$ cat src/ptr_unit_params.svh
// Constants and register offsets for the indirect address pointer unit
`ifndef PTR_UNIT_PARAMS_SVH
`define PTR_UNIT_PARAMS_SVH

`define PTR_W          12
`define PTR_NUM        3
`define PTR_HI_USED    4
`define PTR_ONE        12'h001
`define PTR_RESET      12'h000
// Register word offsets (byte addresses), chosen for this block
`define OFS_LOW0       8'h00
`define OFS_HIGH0      8'h04
`define OFS_LOW1       8'h08
`define OFS_HIGH1      8'h0C
`define OFS_LOW2       8'h10
`define OFS_HIGH2      8'h14
`define OFS_STAT       8'h18
`define REG_STRIDE     8
`define HI_ZERO        4'h0

`endif

$ cat src/ptr_unit_pkg.sv
// Types for the indirect address pointer unit
`default_nettype none
package ptr_unit_pkg;
    // Operand kinds per pointer pair
    typedef enum logic [2:0] {
        OP_PLAIN,
        OP_AFTER_ACCESS_INCREMENT_OPERAND,
        OP_AFTER_ACCESS_DECREMENT_OPERAND,
        OP_BEFORE_ACCESS_INCREMENT_OPERAND,
        OP_PLUSACC
    } op_kind_t;
endpackage : ptr_unit_pkg
`default_nettype wire

$ cat src/ptr_addr_calc.sv
// Address and next-pointer calculation for one operand access
`include "ptr_unit_params.svh"
`default_nettype none
module ptr_addr_calc
    import ptr_unit_pkg::*;
(
    input  wire logic [`PTR_W-1:0] ptr_i,
    input  wire op_kind_t          kind_i,
    input  wire logic [7:0]        acc_i,
    output logic      [`PTR_W-1:0] addr_o,
    output logic      [`PTR_W-1:0] ptr_next_o
);
    logic [`PTR_W-1:0] ofs;

    // Sign-extended accumulator offset
    assign ofs = {{(`PTR_W-8){acc_i[7]}}, acc_i};

    // Address and updated pointer, all sums wrap in 12 bits
    always_comb begin
        addr_o     = ptr_i;
        ptr_next_o = ptr_i;
        case (kind_i)
            OP_AFTER_ACCESS_INCREMENT_OPERAND: ptr_next_o = ptr_i + `PTR_ONE;
            OP_AFTER_ACCESS_DECREMENT_OPERAND: ptr_next_o = ptr_i - `PTR_ONE;
            OP_BEFORE_ACCESS_INCREMENT_OPERAND: begin
                ptr_next_o = ptr_i + `PTR_ONE;
                addr_o     = ptr_i + `PTR_ONE;
            end
            OP_PLUSACC: addr_o = ptr_i + ofs;
            default: addr_o = ptr_i;
        endcase
    end
endmodule : ptr_addr_calc
`default_nettype wire

$ cat src/ptr_unit.sv
// Indirect pointer unit: three pointer pairs, operand access port, Wishbone registers
`include "ptr_unit_params.svh"
`default_nettype none
module ptr_unit
    import ptr_unit_pkg::*;
#(
    parameter int NPTR = `PTR_NUM
) (
    input  wire logic              clk_i,
    input  wire logic              rst_i,
    // Wishbone classic slave
    input  wire logic              cyc_i,
    input  wire logic              stb_i,
    input  wire logic              we_i,
    input  wire logic [7:0]        adr_i,
    input  wire logic [3:0]        sel_i,
    input  wire logic [31:0]       dat_i,
    output logic      [31:0]       dat_o,
    output logic                   ack_o,
    // Core operand access
    input  wire logic              op_req_i,
    input  wire logic [1:0]        op_sel_i,
    input  wire op_kind_t          op_kind_i,
    input  wire logic              op_we_i,
    input  wire logic [7:0]        op_wdata_i,
    input  wire logic [7:0]        acc_i,
    input  wire logic [7:0]        bank_sel_i,
    input  wire logic              access_bank_i,
    output logic                   op_done_o,
    output logic      [7:0]        op_rdata_o,
    // Data memory
    output logic                   mem_req_o,
    output logic                   mem_we_o,
    output logic      [`PTR_W-1:0] mem_addr_o,
    output logic      [7:0]        mem_wdata_o,
    input  wire logic [7:0]        mem_rdata_i
);
    // Whole module state
    typedef struct packed {
        logic [2:0][`PTR_W-1:0] ptr;
        logic [31:0]            dat;
        logic                   ack;
        logic                   busy;
        logic                   wr;
        logic [`PTR_W-1:0]      addr;
        logic [7:0]             wdata;
        logic [7:0]             rdata;
        logic                   done;
        logic [1:0]             last_sel;
    } state_t;

    state_t st_r;
    state_t st_nxt;

    logic [`PTR_W-1:0] calc_ptr;
    logic [`PTR_W-1:0] calc_addr;
    logic [`PTR_W-1:0] calc_next;
    logic              bus_go;
    logic              op_go;

    // Selected pointer for the incoming operand
    assign calc_ptr = st_r.ptr[op_sel_i];
    assign bus_go   = cyc_i && stb_i && !st_r.ack;
    // Bus writes and operand accesses are not taken together; bus waits
    assign op_go    = op_req_i && !st_r.busy && (op_sel_i < 2'(NPTR));

    ptr_addr_calc u_calc (
        .ptr_i      (calc_ptr),
        .kind_i     (op_kind_i),
        .acc_i      (acc_i),
        .addr_o     (calc_addr),
        .ptr_next_o (calc_next)
    );

    // Next-state logic
    always_comb begin
        st_nxt      = st_r;
        st_nxt.ack  = 1'b0;
        st_nxt.done = 1'b0;
        // Operand access phase two: memory answered, return read data
        if (st_r.busy) begin
            st_nxt.busy  = 1'b0;
            st_nxt.done  = 1'b1;
            st_nxt.rdata = st_r.wr ? st_r.rdata : mem_rdata_i;
        end
        // Operand access phase one: bank inputs never used here
        if (op_go) begin
            st_nxt.busy     = 1'b1;
            st_nxt.wr       = op_we_i;
            st_nxt.addr     = calc_addr;
            st_nxt.wdata    = op_wdata_i;
            st_nxt.last_sel = op_sel_i;
            st_nxt.ptr[op_sel_i] = calc_next;
        end else if (bus_go) begin
            st_nxt.ack = 1'b1;
            st_nxt.dat = 32'h0000_0000;
            case (adr_i)
                `OFS_LOW0, `OFS_LOW1, `OFS_LOW2: begin
                    st_nxt.dat[7:0] = st_r.ptr[adr_i / `REG_STRIDE][7:0];
                    if (we_i && sel_i[0])
                        st_nxt.ptr[adr_i / `REG_STRIDE][7:0] = dat_i[7:0];
                end
                `OFS_HIGH0, `OFS_HIGH1, `OFS_HIGH2: begin
                    st_nxt.dat[7:0] = {`HI_ZERO,
                        st_r.ptr[adr_i / `REG_STRIDE][`PTR_W-1:8]};
                    if (we_i && sel_i[0])
                        st_nxt.ptr[adr_i / `REG_STRIDE][`PTR_W-1:8] =
                            dat_i[`PTR_HI_USED-1:0];
                end
                `OFS_STAT: st_nxt.dat[`PTR_W+2:0] = {st_r.last_sel, st_r.busy, st_r.addr};
                default: st_nxt.dat = 32'h0000_0000;
            endcase
        end
        if (rst_i) begin
            st_nxt     = '0;
            st_nxt.ptr = {3{`PTR_RESET}};
        end
    end

    // State register
    always_ff @(posedge clk_i) begin
        st_r <= st_nxt;
    end

    // Outputs
    assign dat_o       = st_r.dat;
    assign ack_o       = st_r.ack;
    assign op_done_o   = st_r.done;
    assign op_rdata_o  = st_r.rdata;
    assign mem_req_o   = st_r.busy;
    assign mem_we_o    = st_r.busy && st_r.wr;
    assign mem_addr_o  = st_r.addr;
    assign mem_wdata_o = st_r.wdata;

    // Helper: pointer value before an operand
    logic [`PTR_W-1:0] pre_ptr;
    assign pre_ptr = st_r.ptr[op_sel_i];

    AST_AFTER_ACCESS_INCREMENT_OPERAND: assert property (@(posedge clk_i) disable iff (rst_i)
        op_go && op_kind_i == OP_AFTER_ACCESS_INCREMENT_OPERAND |=> mem_addr_o == $past(pre_ptr)
            && st_r.ptr[st_r.last_sel] == 12'($past(pre_ptr) + `PTR_ONE))
        else $error("post-increment wrong");
    AST_AFTER_ACCESS_DECREMENT_OPERAND: assert property (@(posedge clk_i) disable iff (rst_i)
        op_go && op_kind_i == OP_AFTER_ACCESS_DECREMENT_OPERAND |=> mem_addr_o == $past(pre_ptr)
            && st_r.ptr[st_r.last_sel] == 12'($past(pre_ptr) - `PTR_ONE))
        else $error("post-decrement wrong");
    AST_BEFORE_ACCESS_INCREMENT_OPERAND: assert property (@(posedge clk_i) disable iff (rst_i)
        op_go && op_kind_i == OP_BEFORE_ACCESS_INCREMENT_OPERAND |=> mem_addr_o == 12'($past(pre_ptr) + `PTR_ONE))
        else $error("pre-increment address wrong");
    AST_PLAIN: assert property (@(posedge clk_i) disable iff (rst_i)
        op_go && op_kind_i == OP_PLAIN |=> mem_addr_o == $past(pre_ptr)
            && st_r.ptr[st_r.last_sel] == $past(pre_ptr))
        else $error("plain access moved pointer");
    AST_PLUSACC: assert property (@(posedge clk_i) disable iff (rst_i)
        op_go && op_kind_i == OP_PLUSACC |=> mem_addr_o ==
            12'($past(pre_ptr) + {{4{$past(acc_i[7])}}, $past(acc_i)}))
        else $error("offset address wrong");
    AST_PLUSKEEP: assert property (@(posedge clk_i) disable iff (rst_i)
        op_go && op_kind_i == OP_PLUSACC |=> st_r.ptr[st_r.last_sel] == $past(pre_ptr))
        else $error("offset access moved pointer");
    AST_DONE: assert property (@(posedge clk_i) disable iff (rst_i)
        op_go |=> mem_req_o ##1 op_done_o && !mem_req_o)
        else $error("operand access timing wrong");
    AST_HIZERO: assert property (@(posedge clk_i) disable iff (rst_i)
        ack_o && $past(adr_i) == `OFS_HIGH1 |-> dat_o[7:`PTR_HI_USED] == `HI_ZERO)
        else $error("unused high bits not zero");
    AST_BANK: assert property (@(posedge clk_i) disable iff (rst_i)
        op_go && op_kind_i == OP_PLAIN && $changed(bank_sel_i) |=> mem_addr_o == $past(pre_ptr))
        else $error("bank select affected address");

    COV_AFTER_ACCESS_INCREMENT_OPERAND: cover property (@(posedge clk_i) op_go && op_kind_i == OP_AFTER_ACCESS_INCREMENT_OPERAND);
    COV_PLUSACC: cover property (@(posedge clk_i) op_go && op_kind_i == OP_PLUSACC);
    COV_BUSWR:   cover property (@(posedge clk_i) bus_go && we_i);
    COV_WRAP:    cover property (@(posedge clk_i) op_go && op_kind_i == OP_AFTER_ACCESS_DECREMENT_OPERAND
                     && pre_ptr == `PTR_RESET);
endmodule : ptr_unit
`default_nettype wire

$ cat config.mk
export PLATFORM = sky130hd
export DESIGN_NAME = ptr_unit
export DESIGN_NICKNAME = d
export VERILOG_FILES = /design/src/ptr_unit_pkg.sv /design/src/ptr_addr_calc.sv /design/src/ptr_unit.sv
export VERILOG_INCLUDE_DIRS = /design/src
export SDC_FILE = /design/constraint.sdc
export NUM_CORES = 1
export LEC_CHECK = 0
export ABC_AREA = 1
export BUFFER_PORTS_ARGS = -buffer_cell sky130_fd_sc_hd__buf_2
export CORE_MARGIN = 1
export CORE_UTILIZATION = 59
export DETAILED_ROUTE_END_ITERATION = 7
export PLACE_DENSITY = 0.89
export SKIP_LAST_GASP = 1
export SLEW_MARGIN = 25
export SYNTH_ARGS = -nofsm -noshare
export SYNTH_HDL_FRONTEND = slang
export SYNTH_SLANG_ARGS = --single-unit
$ cat constraint.sdc
create_clock -name clk_i -period 5.95 [get_ports clk_i]
set_input_delay 0 -clock clk_i [delete_from_list [all_inputs] [get_ports clk_i]]
set_output_delay 0 -clock clk_i [all_outputs]
set_load 0.005 [all_outputs]
**Word level (Yosys, flattened, before mapping)**

Index checks and enable logic that the tools add are counted.

- Order comparisons: 5
- Bitwise logic cells: 2
- Eq/ne operators: 12
- Multiplexer cells: 24
- Reduce and logical (&&, ||, !) cells: 20
- Add/sub/neg operators: 3

Operators by type and width:

| operator | number |
|---|---|
| $bwmux W36 | 3 |
| $mux W36 | 3 |
| $demux W12 S2 | 3 |
| $pmux W36 S2 | 1 |
| $mux W69 | 1 |
| $bmux W12 S2 | 2 |
| $mux W12 | 4 |
| $pmux W12 S2 | 2 |
| $eq A8 B5 Y1 const B | 3 |
| $pmux W8 S3 | 1 |
| $mux W22 | 1 |
| $eq A8 B4 Y1 const B | 2 |
| $add A12 B1 Y12 const B | 1 |
| $add A12 B12 Y12 | 1 |
| $sub A12 B1 Y12 const B | 1 |
| $eq A8 B3 Y1 const B | 1 |
| $logic_and A1 B1 Y1 | 8 |
| $logic_not A8 Y1 | 1 |
| $mux W8 | 1 |
| $mux W7 | 1 |
| $eq A3 B2 Y1 const B | 2 |
| $ne A3 B3 Y1 const B | 2 |
| $reduce_or A3 Y1 | 2 |
| $ge A5 B1 Y1 const B | 1 |
| other kinds (14) | 18 |

- Output and inout port bits: 64
- Word-level logic and storage cells: 78
- Bits in registers: 85
- Bits of input ports: 89

**Depth between registers and ports, before layout**

- Depth after elaboration: 9
- Mapped depth: 17
- Mapped depth without buffers: 16

**Cells and area by module**

A second synthesis with hierarchy kept.

- Cell total of the unflattened synthesis: 1136
- Area, all modules: 6845.3 um^2

By module, submodules not included:

| module | cells an instance | times used | area an instance (um^2) | sequential area each (um^2) |
|---|---|---|---|---|
| ptr_unit | 830 | 1 | 5288.8 | 1701.6 |
| ptr_addr_calc | 306 | 1 | 1556.5 | 0.0 |

**Worst setup path before layout**

OpenSTA, ideal clock, no wires.

- Kind: reg-to-reg
- From: register st_r[78] (netlist name)
- To: register st_r (netlist bit mem_addr_o[8])
- Library setup time: 113 ps
- Path slack: 3850 ps
- Cell stages (with the launch flop): 14
- Data arrival time: 1987 ps
- Required time: 5837 ps
- Path buffers: 0
- Clock period less this slack: 2100 ps
- Cells stage by stage: dfxtp_1 nand3_1 nand3_2 ha_1 inv_1 fa_1 o31ai_1 nand2_1 nand2_1 a21oi_1 o21ai_0 o211ai_1 nand2_1 nand2_1

- Longest elaborated chain between the ends: 4
- Elaborated cells between the ends (all ways): 5
- Classes of those cells: 2 x add/sub; 3 x mux

Ends and longest elaborated chain:

| item | RTL line | source |
|---|---|---|
| start, declared | ptr_unit.sv:52 | `state_t st_r;` |
| start signal, assigned | ptr_unit.sv:122 | `st_r <= st_nxt;` |
| $bmux W12 S2 * | -- |  |
| $mux W12 (not written as such) * | ptr_unit.sv:62 | `assign calc_ptr = st_r.ptr[op_sel_i];` |
| $add A12 B12 Y12 or $add A12 B1 Y12 (tied branches) | -- |  |
| $pmux W12 S2 * | ptr_addr_calc.sv:22 | `case (kind_i)` |

Every way passes the cells marked *; elsewhere a longest branch is shown, timed or not. The select of a mux whose other input is x is not followed.
A chain may end at the register's enable or synchronous reset.

**Worst setup path after layout**

- From: input op_sel_i[1]
- To: register st_r (netlist bit mem_addr_o[8])

- Longest elaborated chain between the ends: 4
- Elaborated cells between the ends (all ways): 7
- Classes of those cells: 2 x add/sub; 1 x order compare; 3 x mux; 1 x reduce/logical

Ends and longest elaborated chain:

| item | RTL line | source |
|---|---|---|
| start, declared | ptr_unit.sv:22 | `input wire logic [1:0] op_sel_i,` |
| $bmux W12 S2 | -- |  |
| $mux W12 (not written as such) | ptr_unit.sv:62 |  |
| $add A12 B12 Y12 or $add A12 B1 Y12 (tied branches) | -- |  |
| $pmux W12 S2 | ptr_addr_calc.sv:22 |  |

Parallel ways exist; a longest one is shown, timed or not. The select of a mux whose other input is x is not followed.

==> metrics.md <==
| Metric | Value |
|---|---|
| CTS buffer count | 9 |
| Status | finished, final reports clean |
| Clock share of power | between 30% and 40% |
| ANT nets after route | 0 |
| Worst-margin pin slew | 1.12 ns |
| Crit-path slowest cell | o31ai_1 |
| Top FF cell, synth | dfxtp_1 |
| Mapped Cells | just under 1,000 |
| Unique masters post-synth | 40 |
| Leakage | 3.14 nW |
| Routed met2 length | roughly 8.2 mm |
| NumNets Final | 1,135 |
| Yosys top cell area share | 27.5% |
| Layout cells sized above 1 | between 10% and 20% |
| HPWL after DPL | 13.0 mm |
| P&R area growth vs syn | 7.86% |
| CTS Sinks | 85 |
| CP arrival | between 3 and 4 ns |
| Fill count | approximately 870 |
| WP buf/inv | 3 |
| DR vias/cell | 5.83 |
| Routed met1 length | 7.17 mm |
| Clock slew at reported path FFs | approximately 0.1 ns |
| Worst clock skew | 0.0289 ns |
| Worst setup margin | slightly above 3 ns |
| Via count | 6,835 |
| Number of synthesized flops with an enable pin | 0 |
| Wire length on met3 | ~2.5 mm |
| CP max stage delay | 0.50 ns |
| RSZ-0062 raised after global routing | false |
| DIE AREA | 0.0109 mm² |
| Wire per inst | 16.1 µm |
| Yosys warns | 0 |
| Tot GR Track Use | 34.2% |
| Die Width | between 100 and 150 µm |
| Top-count cell post-synth | nand2_1 |
| Psw | approximately 0.00047 W |
| Finished Layout Cells | 1,173 |
| F_max | 0.343 GHz |
| Reg2reg path depth | 13 |
| First-pass GRT wire length | 29.7 mm |
| Routed WL | 18.8 mm |
| Min Tclk post-route | 2.91 ns |
| CP dominant cell by count | nand2_1 |
| Top cells by area, synth | dfxtp_1, nand2_1, nor2_1, buf_4, a21oi_1 |
| GRT Residual Overflow | 0 |
| Part of the Yosys area used for sequential elements | 27.5% |
| WHS Path Cells | 2 |
| Crit-path max FO | 15 |
| H-tree levels | 3 |
| Pint | approximately 0.0009 W |
| ANT cells | 0 |
| Clk buf depth | 2 |
| IO Port Bufs | around 100 |
| Worst setup SP type | primary input |
| Peak VDD IR | 0.131 mV |
| Cell family with most CP delay | compound AO/OA/AOI/OAI gates |
| Syn Area/Cell | between 6 and 7 µm² |
| Worst EP required | between 6 and 7 ns |
| Setup violators final | 0 |
| CTS tree | built |
| Top post-synthesis cells by count | nand2_1, nor2_1, dfxtp_1, a21oi_1, inv_1 |
| Flop pwr share | 45.0% |
| Final Slew Violations | 0 |
| Tcrit/Tclk final | 48.9% |
| Iter 0 DRT Violations | 992 |
| Levels on crit path | 16 |
| # DRC | 0 |
| Final-report hold violation count | 0 |
| Pre-CTS setup slack | 2.86 ns |
| Crit-path cells | buf_2 > inv_1 > nor2_1 > nand2_1 > nand3_2 > ha_1 > inv_1 > fa_1 > o31ai_1 > nand2_1 > nand2_1 > a21oi_1 > o21ai_0 > o211ai_1 > nand2_1 > nand2_1 |
| Router iterations before antenna repair | 6 |
| Cell Rows | 37 |
| Inst Count DP | approximately 1,100 |
| Placer congestion estimate | a little under 1 |
| Sw frac | 34.6% |
| Largest net degree at the start of global routing | 45 |
| Initial Util | 60.5% |
| Combinational Power Share | 21.9% |
| Rel. slew slack | 24.9% |
| Post-synthesis cell area | 0.00619 mm² |
| Initial antenna violation count | 0 |
| Kind of critical path | primary input to flop |
| Root buf cell | clkbuf_8 |
| Die Y | between 100 and 150 µm |
| Vias in the first global route | 6,169 |
| CP Capture Type | flop |
| Core ar. | 0.0102 mm² |
| P per Cell Area | 204 mW/mm² |
| Top Metal Used | met4 |
| I/O pins | 153 |
| Max Cap Viol | 0 |
| Cell taking the most area after synthesis | dfxtp_1 |
| Post-synth ARST share | 0% |
| Synth Register Bits | 85 |
| Final setup TNS | 0 ns |
| Hold Path Class | primary input to flop |
| Worst skew pair latency | 0.39 ns |
==> power by group through the flow <==
stage                     Combinational [W]  Clock [W]  Sequential [W]
after floorplan                    0.000216          0        0.000619
after global placement             0.000271          0        0.000623
after detailed placement           0.000276          0        0.000624
after CTS                          0.000286   0.000445        0.000611
after global routing               0.000327   0.000470        0.000615
final                              0.000299   0.000451        0.000613
==> cell type report <==
class / count / area [µm²] / area share (%)
Sequential cell: 85 / 1700 / 25.5
Timing Repair Buffer: 118 / 681 / 10.2
Multi-Input combinational cell: 734 / 3610 / 54.0
Tap cell: 136 / 170 / 2.55
Inverter: 84 / 318 / 4.76
Clock inverter: 7 / 80.1 / 1.20
Clock buffer: 9 / 124 / 1.85
==> final timing paths <==
path,from,endpoint,slack (ns)
worst max-delay path,op_sel_i[1],mem_addr_o[8],3.04
worst min-delay path,rst_i,op_done_o,0.002
worst max register to register,st_r[78],mem_addr_o[8],3.16
worst min register to register,dat_o[4],dat_o[4],0.47
==> registers in the layout, summed over array words and instances (netlist names) <==
name / count
ack_o: 1
dat_o: 15
mem_addr_o: 12
mem_req_o: 1
mem_wdata_o: 8
op_done_o: 1
op_rdata_o: 8
st_r: 39
==> timing repair <==
action / CTS / global route
endpoints found under the hold margin: 17 / 0
setup buffers: 0 / 0
hold buffers: 17 / 0
resized for setup: 0 / 0
==> routing by layer <==
layer | GRT usage [%] | up-vias
met5 | 0 | -
met4 | 18.6 | 0
met3 | 7.64 | 90
met2 | 54.4 | 507
met1 | 42.8 | 2996
li1 | - | 3242
==> logic make-up (layout without fill, tap and decap cells) <==
logic type	Yosys count	in the layout	synth area share (%)
simple gates	491	491	35.0
compound gates	208	208	18.7
buf+inv	176	218	15.3
flops	85	85	27.5
fa+ha+maj	14	14	2.95
xor+xnor	4	4	0.565
other cells	1	17	0.0605
==> metrics by stage <==
stage          util [%]  area [µm²]  power [W]  hold slack, ns
2_1_floorplan         -        6250   0.000835           0.125
3_3_place_gp       61.6        6310   0.000893           0.211
3_5_place_dp       61.6        6310   0.000899           0.215
4_1_cts            65.3        6680    0.00134          0.0105
5_1_grt            65.3        6680    0.00141          0.0457
6_report           65.3        6680    0.00136         0.00210
==> placed cells by master, fill, tap and decap left out, drive strengths merged <==
cell         netlist  routed
a22oi              2       2
o31ai              3       3
o221ai             1       1
fa                 1       1
dfxtp             85      85
nor2             149     149
a22o              12      12
o211ai            14      14
o311ai             1       1
ha                13      13
inv               82      86
nor3               3       3
clkinv             2       3
a221oi             1       1
o21ai             93      93
bufinv             0       1
nand4              5       5
nand3             89      89
nand2            244     244
buf               73     101
dlygate4sd3        0      17
nor4               1       1
xor2               4       4
clkinvlp           0       1
conb               1      17
clkbuf            19       9
a21o               1       1
o22ai              1       1
a21oi             79      79
Note: power is estimated with default switching activity, not from simulation.
